`src/mcr_regs.vh`:
```
`ifndef MCR_REGS_VH
`define MCR_REGS_VH
// register indices as printed; byte address is index * 4
`define MCR_IDX_NOLOAD 12'h001
`define MCR_IDX_LCYC 12'h004
`define MCR_IDX_CFG 12'h102
`define MCR_IDX_CHAN_B_CURRENT_GAIN 12'h28c
`define MCR_IDX_CHAN_B_VOLTAGE_GAIN_FIXED 12'h28d
`define MCR_IDX_CHAN_B_ACTIVE_POWER_GAIN 12'h28e
`define MCR_IDX_CHAN_B_REACTIVE_POWER_GAIN 12'h28f
`define MCR_IDX_CHAN_B_APPARENT_POWER_GAIN 12'h290
`define MCR_IDX_RSV_A 12'h291
`define MCR_IDX_CHAN_B_RMS_CURRENT_OFFSET 12'h292
`define MCR_IDX_RSV_B 12'h293
`define MCR_IDX_RSV_C 12'h294
`define MCR_IDX_CHAN_B_ACTIVE_POWER_OFFSET 12'h295
`define MCR_IDX_CHAN_B_REACTIVE_POWER_OFFSET 12'h296
`define MCR_IDX_CHAN_B_APPARENT_POWER_OFFSET 12'h297
`define MCR_IDX_LAST 12'h2ff
`define MCR_IDX_IRQ_STAT 12'h3f0
`define MCR_IDX_IRQ_MASK 12'h3f1
`define MCR_IDX_STATUS 12'h3f2
// reset values
`define MCR_GAIN_RST 24'h400000
`define MCR_OFS_RST 24'h000000
`define MCR_NOLOAD_RST 3'h0
`define MCR_LCYC_RST 7'h40
`define MCR_CFG_RST 16'h8004
// configuration fields
`define MCR_CFG_SOFT_RESET_REQUEST 7
`define MCR_CFG_REVERSE_POWER_PULSE_SOURCE 4
`define MCR_CFG_REVERSE_POWER_PULSED_OUTPUT 5
// reverse-power pulse: 1 Hz at 50 MHz, half period
`define MCR_CLK_HZ 50000000
`define MCR_REVERSE_POWER_PIN_HZ 1
`define MCR_REVERSE_POWER_PIN_HALF (`MCR_CLK_HZ / (2 * `MCR_REVERSE_POWER_PIN_HZ))
// interrupt events
`define MCR_IRQ_SOFT_RESET_REQUEST 0
`define MCR_IRQ_REVERSE_POWER_PIN 1
`define MCR_IRQ_ZX 2
`endif

```
`src/mcr_bank.v`:
```
// What this block does
// channel b gains reset to 0x400000
// channel b offsets reset zero, signed
// host never writes reserved or voltage gain
// read-only copy of last transfer data
// noload bits 0-2 disable detection
// line-cycle bits 0-5 enable accumulation
// bit 6 enables clear-on-read, resets one
// config bits 0,1 enable integrators
// config bit 2 enables highpass, resets one
// bit 3 picks power factor source
// bit 4 picks reverse-power pulse source
// bit 5 level or 1 Hz reverse pin
// bit 6 bypasses zero-cross filter
// writing bit 7 triggers software reset
// bit 11 picks current zero-cross channel
// bits 13:12 pick zero-cross irq edge
// bit 15 clear enables comm locking
// bit 8 enables register checksum
//
// Decided for this implementation: the APB interface to the registers.
`timescale 1ns/1ps
`include "mcr_regs.vh"
module mcr_bank #(
  parameter REVERSE_POWER_PIN_HALF = `MCR_REVERSE_POWER_PIN_HALF
) (
  // clock and reset
  input wire core_clk_i,
  input wire rst_b_i,
  // apb
  input wire psel_i,
  input wire penable_i,
  input wire pwrite_i,
  input wire [13:0] paddr_i,
  input wire [31:0] pwdata_i,
  output reg [31:0] prdata_o,
  output reg pready_o,
  output reg pslverr_o,
  // datapath status
  input wire rev_polarity_one_i,
  input wire rev_polarity_two_i,
  input wire voltage_zero_cross_i,
  input wire zx_positive_i,
  // configuration outputs
  output reg [2:0] noload_off_o,
  output reg [5:0] cycle_accum_o,
  output reg clear_on_read_enable_o,
  output reg chan_a_integrator_on_o,
  output reg chan_b_integrator_on_o,
  output reg highpass_filter_on_o,
  output reg power_factor_source_o,
  output reg zero_cross_filter_bypass_o,
  output reg checksum_on_o,
  output reg current_zero_cross_source_o,
  output reg [1:0] zero_cross_irq_edge_o,
  output reg disable_a_on_o,
  output reg soft_reset_request_o,
  output reg reverse_power_pin_o,
  output reg zero_cross_irq_o,
  output reg irq_o,
  // gain and offset values
  output reg [23:0] chan_b_current_gain_o,
  output reg [23:0] chan_b_active_power_gain_o,
  output reg [23:0] chan_b_reactive_power_gain_o,
  output reg [23:0] chan_b_apparent_power_gain_o,
  output reg [23:0] chan_b_rms_current_offset_o,
  output reg [23:0] chan_b_active_power_offset_o,
  output reg [23:0] chan_b_reactive_power_offset_o,
  output reg [23:0] chan_b_apparent_power_offset_o
);
  reg [2:0] no_load_disable;
  reg [6:0] line_cycle_control;
  reg [15:0] main_configuration;
  reg [23:0] last_transfer_data;
  reg [2:0] irq_status;
  reg [2:0] irq_mask;
  reg [31:0] pulse_cnt;
  reg pulse_phase;
  reg zx_prev;
  reg [31:0] next_rdata;
  reg next_err;
  wire [11:0] idx = paddr_i[13:2];
  wire wr_acc = psel_i & penable_i & pwrite_i;
  wire rd_acc = psel_i & penable_i & ~pwrite_i;
  wire acc_done = psel_i & penable_i & pready_o;
  wire rev_sel;
  wire zx_rise;
  wire zx_fall;
  wire zx_event;
  wire [2:0] irq_set;

  // decode: 1 = readable and mapped
  function mapped;
    input [11:0] a;
    begin
      case (a)
        `MCR_IDX_NOLOAD, `MCR_IDX_LCYC, `MCR_IDX_CFG, `MCR_IDX_CHAN_B_CURRENT_GAIN,
        `MCR_IDX_CHAN_B_VOLTAGE_GAIN_FIXED, `MCR_IDX_CHAN_B_ACTIVE_POWER_GAIN, `MCR_IDX_CHAN_B_REACTIVE_POWER_GAIN, `MCR_IDX_CHAN_B_APPARENT_POWER_GAIN,
        `MCR_IDX_RSV_A, `MCR_IDX_CHAN_B_RMS_CURRENT_OFFSET, `MCR_IDX_RSV_B, `MCR_IDX_RSV_C,
        `MCR_IDX_CHAN_B_ACTIVE_POWER_OFFSET, `MCR_IDX_CHAN_B_REACTIVE_POWER_OFFSET, `MCR_IDX_CHAN_B_APPARENT_POWER_OFFSET, `MCR_IDX_LAST,
        `MCR_IDX_IRQ_STAT, `MCR_IDX_IRQ_MASK, `MCR_IDX_STATUS: mapped = 1'b1;
        default: mapped = 1'b0;
      endcase
    end
  endfunction

  assign rev_sel = main_configuration[`MCR_CFG_REVERSE_POWER_PULSE_SOURCE] ? rev_polarity_two_i :
    rev_polarity_one_i;
  assign zx_rise = voltage_zero_cross_i & ~zx_prev;
  assign zx_fall = ~voltage_zero_cross_i & zx_prev;

  assign zx_event = (main_configuration[13:12] == 2'b01) ? zx_fall :
    (main_configuration[13:12] == 2'b10) ? zx_rise : (zx_rise | zx_fall);
  assign irq_set = {zx_event, rev_sel & ~reverse_power_pin_o & ~pulse_phase,
    wr_acc & pready_o & (idx == `MCR_IDX_CFG) & pwdata_i[`MCR_CFG_SOFT_RESET_REQUEST]};

  always @* begin
    next_rdata = 32'h00000000;
    next_err = ~mapped(idx);
    case (idx)
      `MCR_IDX_NOLOAD: next_rdata = {29'h0, no_load_disable};
      `MCR_IDX_LCYC: next_rdata = {25'h0, line_cycle_control};
      `MCR_IDX_CFG: next_rdata = {16'h0, main_configuration};
      `MCR_IDX_CHAN_B_CURRENT_GAIN: next_rdata = {8'h0, chan_b_current_gain_o};
      `MCR_IDX_CHAN_B_VOLTAGE_GAIN_FIXED: next_rdata = {8'h0, `MCR_GAIN_RST};
      `MCR_IDX_CHAN_B_ACTIVE_POWER_GAIN: next_rdata = {8'h0, chan_b_active_power_gain_o};
      `MCR_IDX_CHAN_B_REACTIVE_POWER_GAIN: next_rdata = {8'h0, chan_b_reactive_power_gain_o};
      `MCR_IDX_CHAN_B_APPARENT_POWER_GAIN: next_rdata = {8'h0, chan_b_apparent_power_gain_o};
      // offsets read sign-extended
      `MCR_IDX_CHAN_B_RMS_CURRENT_OFFSET: next_rdata = {{8{chan_b_rms_current_offset_o[23]}},
        chan_b_rms_current_offset_o};
      `MCR_IDX_CHAN_B_ACTIVE_POWER_OFFSET: next_rdata = {{8{chan_b_active_power_offset_o[23]}},
        chan_b_active_power_offset_o};
      `MCR_IDX_CHAN_B_REACTIVE_POWER_OFFSET: next_rdata = {{8{chan_b_reactive_power_offset_o[23]}},
        chan_b_reactive_power_offset_o};
      `MCR_IDX_CHAN_B_APPARENT_POWER_OFFSET: next_rdata = {{8{chan_b_apparent_power_offset_o[23]}},
        chan_b_apparent_power_offset_o};
      `MCR_IDX_LAST: next_rdata = {8'h0, last_transfer_data};
      `MCR_IDX_IRQ_STAT: next_rdata = {29'h0, irq_status};
      `MCR_IDX_IRQ_MASK: next_rdata = {29'h0, irq_mask};
      `MCR_IDX_STATUS: next_rdata = {30'h0, pulse_phase, reverse_power_pin_o};
      default: next_rdata = 32'h00000000;
    endcase
  end

  // apb: one wait state; pready asserted in second access cycle
  always @(posedge core_clk_i or negedge rst_b_i) begin
    if (!rst_b_i) begin
      pready_o <= 1'b0;
      prdata_o <= 32'h00000000;
      pslverr_o <= 1'b0;
    end else begin
      pready_o <= psel_i & penable_i & ~pready_o;
      prdata_o <= (rd_acc & ~pready_o) ? next_rdata : 32'h00000000;
      pslverr_o <= psel_i & penable_i & ~pready_o & next_err;
    end
  end

  always @(posedge core_clk_i or negedge rst_b_i) begin
    if (!rst_b_i) begin
      no_load_disable <= `MCR_NOLOAD_RST;
      line_cycle_control <= `MCR_LCYC_RST;
      main_configuration <= `MCR_CFG_RST;
      chan_b_current_gain_o <= `MCR_GAIN_RST;
      chan_b_active_power_gain_o <= `MCR_GAIN_RST;
      chan_b_reactive_power_gain_o <= `MCR_GAIN_RST;
      chan_b_apparent_power_gain_o <= `MCR_GAIN_RST;
      chan_b_rms_current_offset_o <= `MCR_OFS_RST;
      chan_b_active_power_offset_o <= `MCR_OFS_RST;
      chan_b_reactive_power_offset_o <= `MCR_OFS_RST;
      chan_b_apparent_power_offset_o <= `MCR_OFS_RST;
      last_transfer_data <= 24'h000000;
      irq_status <= 3'h0;
      irq_mask <= 3'h0;
      soft_reset_request_o <= 1'b0;
    end else begin
      soft_reset_request_o <= irq_set[`MCR_IRQ_SOFT_RESET_REQUEST];
      if (acc_done & ~next_err)
        last_transfer_data <= pwrite_i ? pwdata_i[23:0] : prdata_o[23:0];
      if (irq_set[`MCR_IRQ_SOFT_RESET_REQUEST]) begin
        // software reset restores the configuration; soft_reset_request bit self-clears
        no_load_disable <= `MCR_NOLOAD_RST;
        line_cycle_control <= `MCR_LCYC_RST;
        main_configuration <= `MCR_CFG_RST;
        chan_b_current_gain_o <= `MCR_GAIN_RST;
        chan_b_active_power_gain_o <= `MCR_GAIN_RST;
        chan_b_reactive_power_gain_o <= `MCR_GAIN_RST;
        chan_b_apparent_power_gain_o <= `MCR_GAIN_RST;
        chan_b_rms_current_offset_o <= `MCR_OFS_RST;
        chan_b_active_power_offset_o <= `MCR_OFS_RST;
        chan_b_reactive_power_offset_o <= `MCR_OFS_RST;
        chan_b_apparent_power_offset_o <= `MCR_OFS_RST;
      end else if (wr_acc & pready_o) begin
        // reserved slots and voltage gain are not writable
        case (idx)
          `MCR_IDX_NOLOAD: no_load_disable <= pwdata_i[2:0];
          `MCR_IDX_LCYC: line_cycle_control <= pwdata_i[6:0];
          `MCR_IDX_CFG: main_configuration <= {pwdata_i[15], 1'b0, pwdata_i[13:11],
            2'b00, pwdata_i[8], 1'b0, pwdata_i[6:0]};
          `MCR_IDX_CHAN_B_CURRENT_GAIN: chan_b_current_gain_o <= pwdata_i[23:0];
          `MCR_IDX_CHAN_B_ACTIVE_POWER_GAIN: chan_b_active_power_gain_o <= pwdata_i[23:0];
          `MCR_IDX_CHAN_B_REACTIVE_POWER_GAIN: chan_b_reactive_power_gain_o <= pwdata_i[23:0];
          `MCR_IDX_CHAN_B_APPARENT_POWER_GAIN: chan_b_apparent_power_gain_o <= pwdata_i[23:0];
          `MCR_IDX_CHAN_B_RMS_CURRENT_OFFSET: chan_b_rms_current_offset_o <= pwdata_i[23:0];
          `MCR_IDX_CHAN_B_ACTIVE_POWER_OFFSET: chan_b_active_power_offset_o <= pwdata_i[23:0];
          `MCR_IDX_CHAN_B_REACTIVE_POWER_OFFSET: chan_b_reactive_power_offset_o <= pwdata_i[23:0];
          `MCR_IDX_CHAN_B_APPARENT_POWER_OFFSET: chan_b_apparent_power_offset_o <= pwdata_i[23:0];
          `MCR_IDX_IRQ_MASK: irq_mask <= pwdata_i[2:0];
          default: irq_mask <= irq_mask;
        endcase
      end
      // set wins over write-one-to-clear
      if (wr_acc & pready_o & (idx == `MCR_IDX_IRQ_STAT))
        irq_status <= (irq_status & ~pwdata_i[2:0]) | irq_set;
      else
        irq_status <= irq_status | irq_set;
    end
  end

  // configuration decode to outputs
  always @(posedge core_clk_i or negedge rst_b_i) begin
    if (!rst_b_i) begin
      noload_off_o <= 3'h0;
      cycle_accum_o <= 6'h00;
      clear_on_read_enable_o <= 1'b1;
      chan_a_integrator_on_o <= 1'b0;
      chan_b_integrator_on_o <= 1'b0;
      highpass_filter_on_o <= 1'b1;
      power_factor_source_o <= 1'b0;
      zero_cross_filter_bypass_o <= 1'b0;
      checksum_on_o <= 1'b0;
      current_zero_cross_source_o <= 1'b0;
      zero_cross_irq_edge_o <= 2'b00;
      disable_a_on_o <= 1'b0;
      irq_o <= 1'b0;
    end else begin
      noload_off_o <= no_load_disable;
      cycle_accum_o <= line_cycle_control[5:0];
      clear_on_read_enable_o <= line_cycle_control[6];
      chan_a_integrator_on_o <= main_configuration[0];
      chan_b_integrator_on_o <= main_configuration[1];
      highpass_filter_on_o <= main_configuration[2];
      power_factor_source_o <= main_configuration[3];
      zero_cross_filter_bypass_o <= main_configuration[6];
      checksum_on_o <= main_configuration[8];
      current_zero_cross_source_o <= main_configuration[11];
      zero_cross_irq_edge_o <= main_configuration[13:12];
      disable_a_on_o <= ~main_configuration[15];
      irq_o <= |(irq_status & irq_mask);
    end
  end

  // reverse-power pin and zero-cross event
  always @(posedge core_clk_i or negedge rst_b_i) begin
    if (!rst_b_i) begin
      pulse_cnt <= 32'h00000000;
      pulse_phase <= 1'b0;
      reverse_power_pin_o <= 1'b0;
      zx_prev <= 1'b0;
      zero_cross_irq_o <= 1'b0;
    end else begin
      zx_prev <= voltage_zero_cross_i;
      zero_cross_irq_o <= zx_event;
      if (!rev_sel) begin
        pulse_cnt <= 32'h00000000;
        pulse_phase <= 1'b0;
      end else if (pulse_cnt >= REVERSE_POWER_PIN_HALF - 1) begin
        pulse_cnt <= 32'h00000000;
        pulse_phase <= ~pulse_phase;
      end else begin
        pulse_cnt <= pulse_cnt + 32'h00000001;
      end

      if (main_configuration[`MCR_CFG_REVERSE_POWER_PULSED_OUTPUT])
        reverse_power_pin_o <= rev_sel & ~pulse_phase;
      else
        reverse_power_pin_o <= rev_sel;
    end
  end
endmodule

```
`config.mk`:
```
export PLATFORM = sky130hd
export DESIGN_NAME = mcr_bank
export DESIGN_NICKNAME = d
export VERILOG_FILES = /design/src/mcr_bank.v
export VERILOG_INCLUDE_DIRS = /design/src
export SDC_FILE = /design/constraint.sdc
export NUM_CORES = 1
export LEC_CHECK = 0
export BUFFER_PORTS_ARGS = -buffer_cell sky130_fd_sc_hd__clkbuf_2
export CAP_MARGIN = 20
export CORE_ASPECT_RATIO = 1.5
export CORE_MARGIN = 2
export CORE_UTILIZATION = 55
export CTS_CLUSTER_SIZE = 14
export DETAILED_ROUTE_END_ITERATION = 10
export GPL_TIMING_DRIVEN = 1
export PLACE_DENSITY_LB_ADDON = 0.3
export SLEW_MARGIN = 40
export SYNTH_ARGS = -nofsm -noshare
export SYNTH_HDL_FRONTEND = slang
export SYNTH_SLANG_ARGS = --single-unit
```
`constraint.sdc`:
```
create_clock -name core_clk_i -period 3.3 [get_ports core_clk_i]
set_input_delay 0.33 -clock core_clk_i [delete_from_list [all_inputs] [get_ports core_clk_i]]
set_output_delay 0.33 -clock core_clk_i [all_outputs]
set_load 0.02 [all_outputs]
```
==> key figures, run 1 <==
Clock tree
  – TritonCTS Buffers: 31
  – Clk Latency, worst-skew pair: 0.58 ns
  – CTS root buf: clkbuf_16
  – CTS max path bufs: 3
  – CTS tree: done
  – Clock transition at path regs: 0.07 ns
  – CTS sink count: 329
  – Total number of H-tree levels: 1

Synthesis
  – Post-synth top area cell: dfrtp_1
  – Post-synth top area share: 52.55%
  – Post-Syn Area: 15240 sq um
  – Post-synth EDFFs: 0
  – Compound-Gate Fraction of Synth Area: 14.94%
  – Area contributors post-synth: dfrtp_1 (53%), nand2_1 (11%), a21oi_1 (6.7%)
  – Yosys cell types: 69
  – Syn Inst Count: 1566
  – Most common flop cell mapped by yosys: dfrtp_1
  – Largest family of logic cells by synthesized area: simple AND/OR/NAND/NOR gates
  – Post-synthesis simple-gate area fraction: 18.35%
  – Xor and xnor fraction of the mapped netlist area: 1.264%
  – Mapped Avg Cell Area: 9.732 sq um
  – Multiplexer area fraction after synthesis: 6.158%
  – Yosys warning count: 0
  – Async SR Flop Fraction: 100.0%
  – Adder-cell area share of the yosys netlist: 0.2463%
  – Sequential element share of the synthesized area: 54.10%
  – Synthesized flop and latch total: 329

Worst hold path
  – Worst Hold Launch: penable_i
  – Worst Hold Path Cells: 4
  – Hold Path End: pready_o
  – Hold WC Path Type: input port to register

Worst setup path
  – CP max FO: 27
  – Critical Path Start Type: input port
  – Crit path kind: input port to register
  – Worst setup path start: paddr_i[10]
  – Register-to-register path setup slack: 1.08 ns
  – Cells on worst reg2reg path: 6
  – Worst r2r src: pready_o
  – Worst path arrival time: 2.83 ns
  – Setup crit end kind: register
  – Reg2Reg Capture Point: line_cycle_control[2]
  – CP Data Required Time: 3.79 ns

Timing
  – Fin crit share: 70.85%
  – Setup violations, final: 0
  – Actual slew at the worst max-slew pin: 0.7669 ns
  – Setup_tns: 0 ns
  – Fin worst setup slack: 0.9619 ns
  – Final Hold Fails: 0
  – Final Max Slew Viols: 0
  – Worst hold slack: 0.07121 ns
  – RSZ-0062 raised after global routing: false
  – Fmax: 427.7 MHz
  – Rel. slew slack: 48.53%
  – Crit path time final: 2.338 ns
  – Worst clock skew: 0.01203 ns

GRT
  – Remaining global-route overflow: 0
  – Total Routing Usage GR: 36.18%
  – Number of global-route vias before repair: 13590
  – First-pass GRT wire length: 80990 um
  – Initial antenna violation count: 0
  – Largest net degree at the start of global routing: 122

Power
  – PwrDens: 435.5 nW/um^2
  – Total power: 7.884 mW
  – Peak supply drop: 0.4423 mV
  – Leak: 8.531 nW

Finish
  – Share of cells above drive strength 1: 27.18%
  – Fin area: 18100 sq um
  – Number of diodes: 0
  – Finished Core Util: 66.51%
  – FILL cells: 2197
  – Final non-filler cell total: 2185
  – Commonest cells after routing, fill and taps aside: nand2_1 (432), dfrtp_1 (320), clkbuf_2 (292), a21oi_1 (203), buf_4 (58)
  – Area Overhead vs Synth: 18.80%
  – Commonest non-fill, non-tap cell in the layout: nand2_1
  – NumNets Final: 1879

Routing
  – Routed WL: 53560 um
  – Post-DRT Antenna Nets: 0
  – Per-cell routed wire length: 24.51 um
  – Vias per std cell: 6.333
  – Initial drt markers: 1437
  – Router iterations before antenna repair: 7
  – Remaining DRCs: 0
  – Via Count: 13840

Die
  – Core ar.: 27220 sq um
  – Die Y: 207.9 um
  – Row cnt: 74
  – Starting density of the core: 55.98%
  – I/O pin count: 305
  – Die X: 139.9 um
  – Die area: 29080 sq um

Status
  – Outcome: complete, no violations

Placed design
  – DP Wirelength: 35500 um
  – I/O Buffers: 293
  – Pre-CTS WS: 0.4670 ns
  – Placed standard-cell area: 17070 sq um
  – Post-Place Cells: 2127
  – Gpl congestion: 0.9262

Flow run
  – Max_cap viols: 0
worst max-delay path by stage:
stage	to	slack, ns	depth (start not counted)
after floorplan	last_transfer_data[10]	1.10	8
after global placement	chan_b_rms_current_offset_o[17]	0.52	8
after detailed placement	chan_b_rms_current_offset_o[0]	0.47	8
after CTS	pulse_cnt[2]	0.85	7
after global routing	chan_b_rms_current_offset_o[23]	0.93	8
final	chan_b_rms_current_offset_o[0]	0.96	8
flip-flops by register name, summed over array words and instances (netlist names), 6 cells and up:
| signal | flops |
|---|---|
| chan_b_apparent_power_gain_o | 24 |
| chan_b_reactive_power_gain_o | 24 |
| chan_b_current_gain_o | 24 |
| chan_b_active_power_gain_o | 24 |
| pulse_cnt | 32 |
| chan_b_active_power_offset_o | 24 |
| prdata_o | 25 |
| cycle_accum_o | 6 |
| main_configuration | 12 |
| chan_b_apparent_power_offset_o | 24 |
| chan_b_rms_current_offset_o | 24 |
| line_cycle_control | 7 |
| last_transfer_data | 24 |
| chan_b_reactive_power_offset_o | 24 |
layer usage:
metal / vias up / track usage (%) / wire length (um)
met3: 258 / 8.581 / 6024
met1: 6753 / 44.15 / 18350
met5: - / 0 / 0
met4: 0 / 23.00 / 3954
met2: 888 / 57.71 / 25230
li1: 5939 / - / -
layout make-up:
type / instances / area [sq um] / area share, %
clock buffers: 47 / 925.9 / 5.114
flip-flops and latches: 329 / 8244 / 45.54
repair buffers: 361 / 2100 / 11.60
clock inverters: 8 / 57.56 / 0.3179
inverters: 10 / 42.54 / 0.2350
multi-input cells: 1088 / 6307 / 34.84
well taps: 342 / 427.9 / 2.364
logic make-up after synthesis:
logic type | Yosys count
buf+inv | 155
other cells | 1
simple gates | 625
xor+xnor | 22
flops | 329
fa+ha+maj | 3
mux | 78
compound gates | 353
critical path, stage by stage:
cell	delay [ns]
clkbuf_2	0.13
or4b_1	0.86
nor2_4	0.20
buf_4	0.44
and3_1	0.25
buf_4	0.33
nand2_1	0.09
a21oi_1	0.17
cell usage after synthesis (16+ instances only):
master      n
nor3_1     16
clkbuf_1   78
a21oi_1   203
buf_2      41
dfrtp_1   320
mux2_2     46
nor2_1     54
buf_4      17
a22oi_1    18
nand3_1    31
a22o_1     23
nand2_1   432
mux2_4     20
a222oi_1   36
where the power goes:
group	switching [mW]	internal, mW	leakage, nW
combinational	0.251	0.0880	3.53
clock	1.57	1.93	0.472
sequential	0.00625	4.04	4.53
total	1.83	6.06	8.53
repair_timing:
action / in CTS / in global routing
hold buffers: 2 / 0
hold endpoints to repair: 101 / 0
resized for setup: 0 / 0
setup buffers: 0 / 0
(Power assumes the default switching activity.)
==> inputs of run 2 (changes only) <==
CORE_UTILIZATION = 50   (was 55)
clock period = 1.9 ns   (was 3.3 ns; I/O delays follow)
==> run 2 against run 1 <==
Routed wire length increased by 8.5%. Clock skew increased by 0.0022 ns. Non-clock buffer count increased by 134. Critical path depth is 1 lower. Sequential power increased by 74%. Register-to-register slack worse by 1.0 ns. Combinational power increased by 110%. Sequential cell count is the same. Critical path type is now register to register. Largest power group unchanged.
==> key figures, run 2 (synthesis results as in run 1) <==
Power
  – PwrDens: 734.0 nW/um^2 (+69%)
  – Total power: 14.33 mW (+82%)
  – Peak supply drop: 0.6663 mV (+51%)
  – Leak: 9.276 nW (+8.7%)

Worst setup path
  – Register-to-register path setup slack: 0.05 ns (-1.03 ns)
  – Critical Path Start Type: register
  – CP Data Required Time: 2.36 ns (-1.43 ns)
  – Worst r2r src: pready_o
  – CP max FO: 7 (-74%)
  – Cells on worst reg2reg path: 7 (+1)
  – Setup crit end kind: register
  – Worst setup path start: pready_o
  – Crit path kind: register to register
  – Worst path arrival time: 2.31 ns (-0.52 ns)
  – Reg2Reg Capture Point: irq_mask[0]

Finish
  – Largest register FFs: 32 (unchanged)
  – FILL cells: 2373 (+8.0%)
  – Number of diodes: 0 (unchanged)
  – Biggest register: pulse_cnt
  – Final non-filler cell total: 2378 (+8.8%)
  – Biggest regs: pulse_cnt (32), prdata_o (25)
  – Share of cells above drive strength 1: 32.00% (+4.8 points)
  – Commonest cells after routing, fill and taps aside: nand2_1 (432), dfrtp_1 (319), clkbuf_2 (292), a21oi_1 (203), buf_4 (166)
  – Multi-input gate area: 6389 sq um (+1.3%)
  – Area Overhead vs Synth: 28.07%
  – Sequential cell area: 8245 sq um (about the same)
  – Commonest non-fill, non-tap cell in the layout: nand2_1
  – NumNets Final: 2013 (+7.1%)

Routing
  – Vias per std cell: 6.191 (-2.2%)
  – Initial drt markers: 1774 (+23%)
  – Routed WL: 58120 um (+8.5%)
  – Per-cell routed wire length: 24.44 um (-0.29%)
  – Via Count: 14720 (+6.4%)
  – Router iterations before antenna repair: 8 (+1)
  – Post-DRT Antenna Nets: 0 (unchanged)
  – Remaining DRCs: 0 (unchanged)

Die
  – Die area: 31920 sq um (+9.8%)
  – Die Y: 217.8 um (+4.8%)
  – Row cnt: 78 (+5.4%)
  – Starting density of the core: 50.54% (-5.4 points)
  – I/O pin count: 305 (unchanged)
  – Core ar.: 30160 sq um (+11%)
  – Die X: 146.5 um (+4.7%)

Placed design
  – DP Wirelength: 41280 um (+16%)
  – Gpl congestion: 0.9737 (+5.1%)
  – Post-Place Cells: 2304 (+8.3%)
  – I/O Buffers: 293 (unchanged)

Timing
  – Actual slew at the worst max-slew pin: 0.5570 ns (-0.2098 ns)
  – Worst clock skew: 0.01427 ns (+0.002238 ns)
  – Rel. slew slack: 62.87% (+14 points)
  – Final Max Slew Viols: 0 (unchanged)
  – Setup violations, final: 0 (unchanged)
  – Final Hold Fails: 0 (unchanged)
  – Fmax: 541.8 MHz
  – Worst hold slack: 0.02189 ns (-0.04932 ns)
  – Crit path time final: 1.846 ns
  – Fin crit share: 97.15%

Clock tree
  – CTS sink count: 329 (unchanged)
  – CTS root buf: clkbuf_16
  – CTS tree: done
  – Clk Latency, worst-skew pair: 0.58 ns (about the same)
  – Clock transition at path regs: 0.07 ns (about the same)
  – Total number of H-tree levels: 1 (unchanged)
  – CTS max path bufs: 3 (unchanged)
  – TritonCTS Buffers: 31 (unchanged)

GRT
  – Number of global-route vias before repair: 14430 (+6.2%)
  – Initial antenna violation count: 0 (unchanged)
  – First-pass GRT wire length: 86710 um (+7.1%)
  – Total Routing Usage GR: 35.68% (-0.50 points)
  – Remaining global-route overflow: 0 (unchanged)
  – Largest net degree at the start of global routing: 60 (-51%)

Flow run
  – Max_cap viols: 0 (unchanged)

Status
  – Outcome: complete, no violations

Worst hold path
  – Worst Hold Path Cells: 3 (-1)
  – Hold Path End: chan_b_reactive_power_gain_o[9]
  – Hold WC Path Type: input port to register
  – Worst Hold Launch: pwdata_i[9]
-- run 2: cell count changes in the layout (fill, tap and decap cells not counted), sizes merged --
cell,before,now
clkbuf,339,338
dlygate4sd3,2,15
clkinvlp,4,2
inv,10,11
bufinv,0,4
clkinv,4,3
buf,67,188
-- run 2: stage by stage --
step / util (%) / setup TNS (ns) / instance area (sq um) / setup WS, ns
2_1_floorplan: - / -2.166 / 15340 / -0.07815
3_3_place_gp: 60.44 / -50.88 / 18230 / -0.2938
3_5_place_dp: 60.44 / -59.45 / 18230 / -0.3313
4_1_cts: 64.54 / 0 / 19460 / 0.01276
5_1_grt: 64.72 / -0.03298 / 19520 / -0.03298
6_report: 64.72 / 0 / 19520 / 0.05414
-- run 2: area by class of cell --
class,instances,share of cell area (%)
flip-flops and latches,329,42.25
well taps,400,2.564
multi-input cells,1088,32.73
repair buffers,495,16.80
inverters,10,0.2180
clock inverters,10,0.8142
clock buffers,46,4.622
-- run 2: worst max path at each step --
stage / end / slack [ns] / depth (start not counted)
finish: irq_mask[0] / 0.05 / 7
global route: pulse_phase / -0.03 / 6
CTS: pulse_cnt[12] / 0.01 / 7
detailed placement: last_transfer_data[0] / -0.33 / 9
global placement: last_transfer_data[0] / -0.29 / 9
floorplan: last_transfer_data[10] / -0.08 / 8
-- run 2: per-layer routing --
layer,track usage (%),vias to the layer above,share of wire (%)
met4,21.33,0,7.2
met3,7.782,251,10
li1,-,6204,-
met2,60.25,1009,49
met5,0,-,0
met1,41.84,7259,34
-- run 2: what timing repair did --
action	in CTS	in global routing
setup endpoints to repair	9	25
setup buffers	0	3
hold buffers	15	0
gates cloned	0	0
pin swaps	1	2
resized for setup	5	7
hold endpoints to repair	203	0
-- run 2: critical path, cell delays in order (launching register included) --
cell and delay, ns:
dfrtp_2 0.40, and3_1 0.17, and2_2 0.24, nand3_4 0.12, inv_6 0.07, buf_4 0.14
nor4_4 0.22, mux2_2 0.38
-- run 2: report_power, final --
part           switching [mW]  internal [mW]  total (mW)
registers              0.0111           7.02        7.03
clock network            2.77           3.81        6.58
logic                   0.478          0.229       0.707
==> inputs of run 3 (changes only) <==
ABC_AREA = 1   (was default)
CAP_MARGIN = 15   (was 20)
SETUP_SLACK_MARGIN = 0.4   (was default)
==> run 3 against run 2 <==
The flow now finishes with violations (setup timing). Sequential share of layout area decreased by 7.0 points. Final cell count increased by 10%. Register-to-register slack worse by 0.06 ns. Largest power group unchanged. Worst hold slack barely moved. Largest cell class unchanged. Maximum frequency shrank 3.2%.
==> key figures, run 3 <==
Synthesis
  – Post-synth EDFFs: 0 (unchanged)
  – Post-synth top area share: 53.83% (+1.3 points)
  – Area contributors post-synth: dfrtp_1 (54%), nand2_1 (7.5%), o22ai_1 (6.8%)
  – Post-Syn Area: 14880 sq um (-2.4%)
  – Yosys cell types: 42 (-39%)
  – Sequential element share of the synthesized area: 55.42% (+1.3 points)
  – Synth cell count leaders: dfrtp_1 (320), nand2_1 (298), inv_1 (187)
  – Most common flop cell mapped by yosys: dfrtp_1
  – Mapped Avg Cell Area: 8.845 sq um (-9.1%)
  – Top-count cell post-synth: dfrtp_1
  – Syn Inst Count: 1682 (+7.4%)
  – Async SR Flop Fraction: 100.0% (unchanged)
  – Yosys warning count: 0 (unchanged)
  – Post-synth top area cell: dfrtp_1
  – Synthesized flop and latch total: 329 (unchanged)

Worst setup path
  – Critical Path Start Type: register
  – CP bufs+invs: 1 (-1)
  – CP top delay family: simple AND/OR/NAND/NOR gates
  – Worst path max stage delay: 0.49 ns (+0.09 ns)
  – Worst path arrival time: 2.37 ns (+0.06 ns)
  – Crit path kind: register to register
  – Setup crit end kind: register
  – CP Data Required Time: 2.36 ns (about the same)
  – Worst path cell trace: nand2_1 -> nor2_1 -> nand3_2 -> buf_4 -> nor3_1 -> nor3_4
  – CP max FO: 5 (-2)
  – Worst path slowest cell: nor3_1

Finish
  – Fin area: 23420 sq um (+20%)
  – NumNets Final: 2260 (+12%)
  – Final non-filler cell total: 2622 (+10%)
  – Number of diodes: 0 (unchanged)
  – Share of cells above drive strength 1: 44.59% (+13 points)
  – Commonest cells after routing, fill and taps aside: dfrtp_1 (316), clkbuf_2 (288), nand2_1 (272), inv_1 (185), nor2_1 (164)
  – Biggest register: pulse_cnt
  – Commonest non-fill, non-tap cell in the layout: dfrtp_1
  – Area Overhead vs Synth: 57.42%
  – Biggest regs: pulse_cnt (32), prdata_o (25)
  – Largest register FFs: 32 (unchanged)

Flow run
  – Max_cap viols: 0 (unchanged)

Die
  – Starting density of the core: 50.63% (+0.093 points)
  – Core ar.: 29380 sq um (-2.6%)
  – Die X: 144.8 um (-1.2%)
  – Die area: 31180 sq um (-2.3%)
  – I/O pin count: 305 (unchanged)
  – Row cnt: 77 (-1.3%)
  – Die Y: 215.3 um (-1.2%)

Timing
  – Rel. slew slack: 57.82% (-5.0 points)
  – Setup violations, final: 1 (+1)
  – RSZ-0062 raised after global routing: true
  – Setup_tns: -0.006198 ns (-0.006198 ns)
  – Worst hold slack: 0.02166 ns (-0.0002329 ns)
  – Fin worst setup slack: -0.006198 ns (-0.06034 ns)
  – Fin crit share: 100.3% (+3.2 points)
  – Crit path time final: 1.906 ns (+0.06034 ns)
  – Final Hold Fails: 0 (unchanged)
  – Actual slew at the worst max-slew pin: 0.6279 ns (+0.07088 ns)
  – Fmax: 524.6 MHz (-3.2%)
  – Worst clock skew: 0.01917 ns (+0.004900 ns)
  – Final Max Slew Viols: 0 (unchanged)

Power
  – Peak supply drop: 0.7368 mV (+11%)
  – Clock power share: 44.9% (-1.1 points)
  – PwrDens: 612.1 nW/um^2 (-17%)
  – Switch share: 24.50% (+1.8 points)
  – Net Switching: 3.512 mW (+7.8%)
  – Cell internal pwr: 10.82 mW (-2.2%)
  – Portion of total power attributed to sequential cells: 49.1% (about the same)
  – Leak: 11.69 nW (+26%)
  – Logic pwr share: 6.0% (+1.1 points)

Placed design
  – DP Wirelength: 43040 um (+4.3%)
  – I/O Buffers: 293 (unchanged)
  – Placed standard-cell area: 18490 sq um (+1.4%)
  – Pre-CTS WS: -0.09370 ns (+0.2376 ns)
  – Gpl congestion: 0.9810 (+0.75%)
  – Post-Place Cells: 2447 (+6.2%)

GRT
  – First-pass GRT wire length: 97700 um (+13%)
  – Initial antenna violation count: 0 (unchanged)
  – Largest net degree at the start of global routing: 52 (-13%)
  – Total Routing Usage GR: 42.62% (+6.9 points)
  – Remaining global-route overflow: 0 (unchanged)
  – Number of global-route vias before repair: 16180 (+12%)

Clock tree
  – Clk Latency, worst-skew pair: 0.61 ns (+0.03 ns)
  – Total number of H-tree levels: 1 (unchanged)
  – CTS max path bufs: 3 (unchanged)
  – CTS tree: done
  – CTS sink count: 329 (unchanged)
  – Clock transition at path regs: 0.07 ns (about the same)
  – CTS root buf: clkbuf_16
  – TritonCTS Buffers: 31 (unchanged)

Routing
  – Router iterations before antenna repair: 6 (-2)
  – Post-DRT Antenna Nets: 0 (unchanged)
  – Per-cell routed wire length: 27.69 um (+13%)
  – Initial drt markers: 1822 (+2.7%)
  – Via Count: 16550 (+12%)
  – Vias per std cell: 6.310 (+1.9%)
  – Routed WL: 72610 um (+25%)
  – Remaining DRCs: 0 (unchanged)

Status
  – Failing checks: setup timing
  – Outcome: finished with violations

Worst hold path
  – Hold WC Path Type: input port to register
-- run 3: cell families after synthesis --
| family | synth area share [%] |
|---|---|
| AND/OR/NAND/NOR | 20.60 |
| flip-flops | 55.42 |
| multiplexers | 1.438 |
| buffers and inverters | 8.410 |
| adder cells (fa/ha/maj) | 0.2523 |
| XOR/XNOR | 0.7065 |
| other | 0.02521 |
| AO/OA/AOI/OAI | 13.15 |
-- run 3: power by group through the flow --
stage / registers [mW] / logic (mW) / clock network (mW)
after global placement: 7.17 / 0.626 / 0
after CTS: 7.04 / 0.778 / 6.40
after floorplan: 7.18 / 0.198 / 0
after global routing: 7.04 / 0.906 / 6.69
final: 7.04 / 0.859 / 6.44
after detailed placement: 7.17 / 0.635 / 0
-- run 3: stage by stage --
step | power [mW] | utilization (%)
after detailed placement | 7.803 | 62.91
final | 14.33 | 79.70
after CTS | 14.21 | 75.31
after global placement | 7.793 | 62.91
after global routing | 14.63 | 79.70
after floorplan | 7.377 | -
-- run 3: what timing repair did --
| action | CTS | global route |
|---|---|---|
| resized for setup | 289 | 194 |
| hold endpoints to repair | 396 | 0 |
| setup buffers | 44 | 18 |
| pin swaps | 27 | 32 |
| cloned | 25 | 9 |
| endpoints found under the setup margin | 245 | 296 |
| hold buffers | 21 | 0 |
-- run 3: tightest hold or removal path: stages --
cell and delay, ns:
clkbuf_2 0.19, nand2_8 0.15, o21ai_2 0.05
-- run 3: metal layers --
metal / vias to the layer above / GRT usage (%) / share of wire (%)
li1: 6682 / - / -
met1: 7990 / 48.26 / 32
met2: 1355 / 68.65 / 47
met3: 518 / 10.45 / 11
met4: 0 / 31.91 / 11
met5: - / 0 / 0
-- run 3: final timing paths --
check                                           start                               end  slack, ns  cells past startpoint
worst min-delay path                     pwdata_i[11]            main_configuration[11]       0.02                      3
worst min register to register  line_cycle_control[6]            clear_on_read_enable_o       0.38                      0
min in group asynchronous                     rst_b_i                     pulse_cnt[20]       0.10                      2
worst max-delay path                     pulse_cnt[7]                     pulse_cnt[13]     -0.006                      6
max in group asynchronous                     rst_b_i  chan_b_reactive_power_gain_o[10]       0.97                      3
worst max register to register           pulse_cnt[7]                     pulse_cnt[13]     -0.006                      6
-- run 3: area by class of cell --
class                   instances  area (sq um)
multi-input cells            1088          7929
fillers                      1770          5966
clock inverters                12         126.4
flip-flops and latches        329          8249
repair buffers                555          4970
clock buffers                  46         892.1
inverters                     197         758.2
well taps                     395         494.2
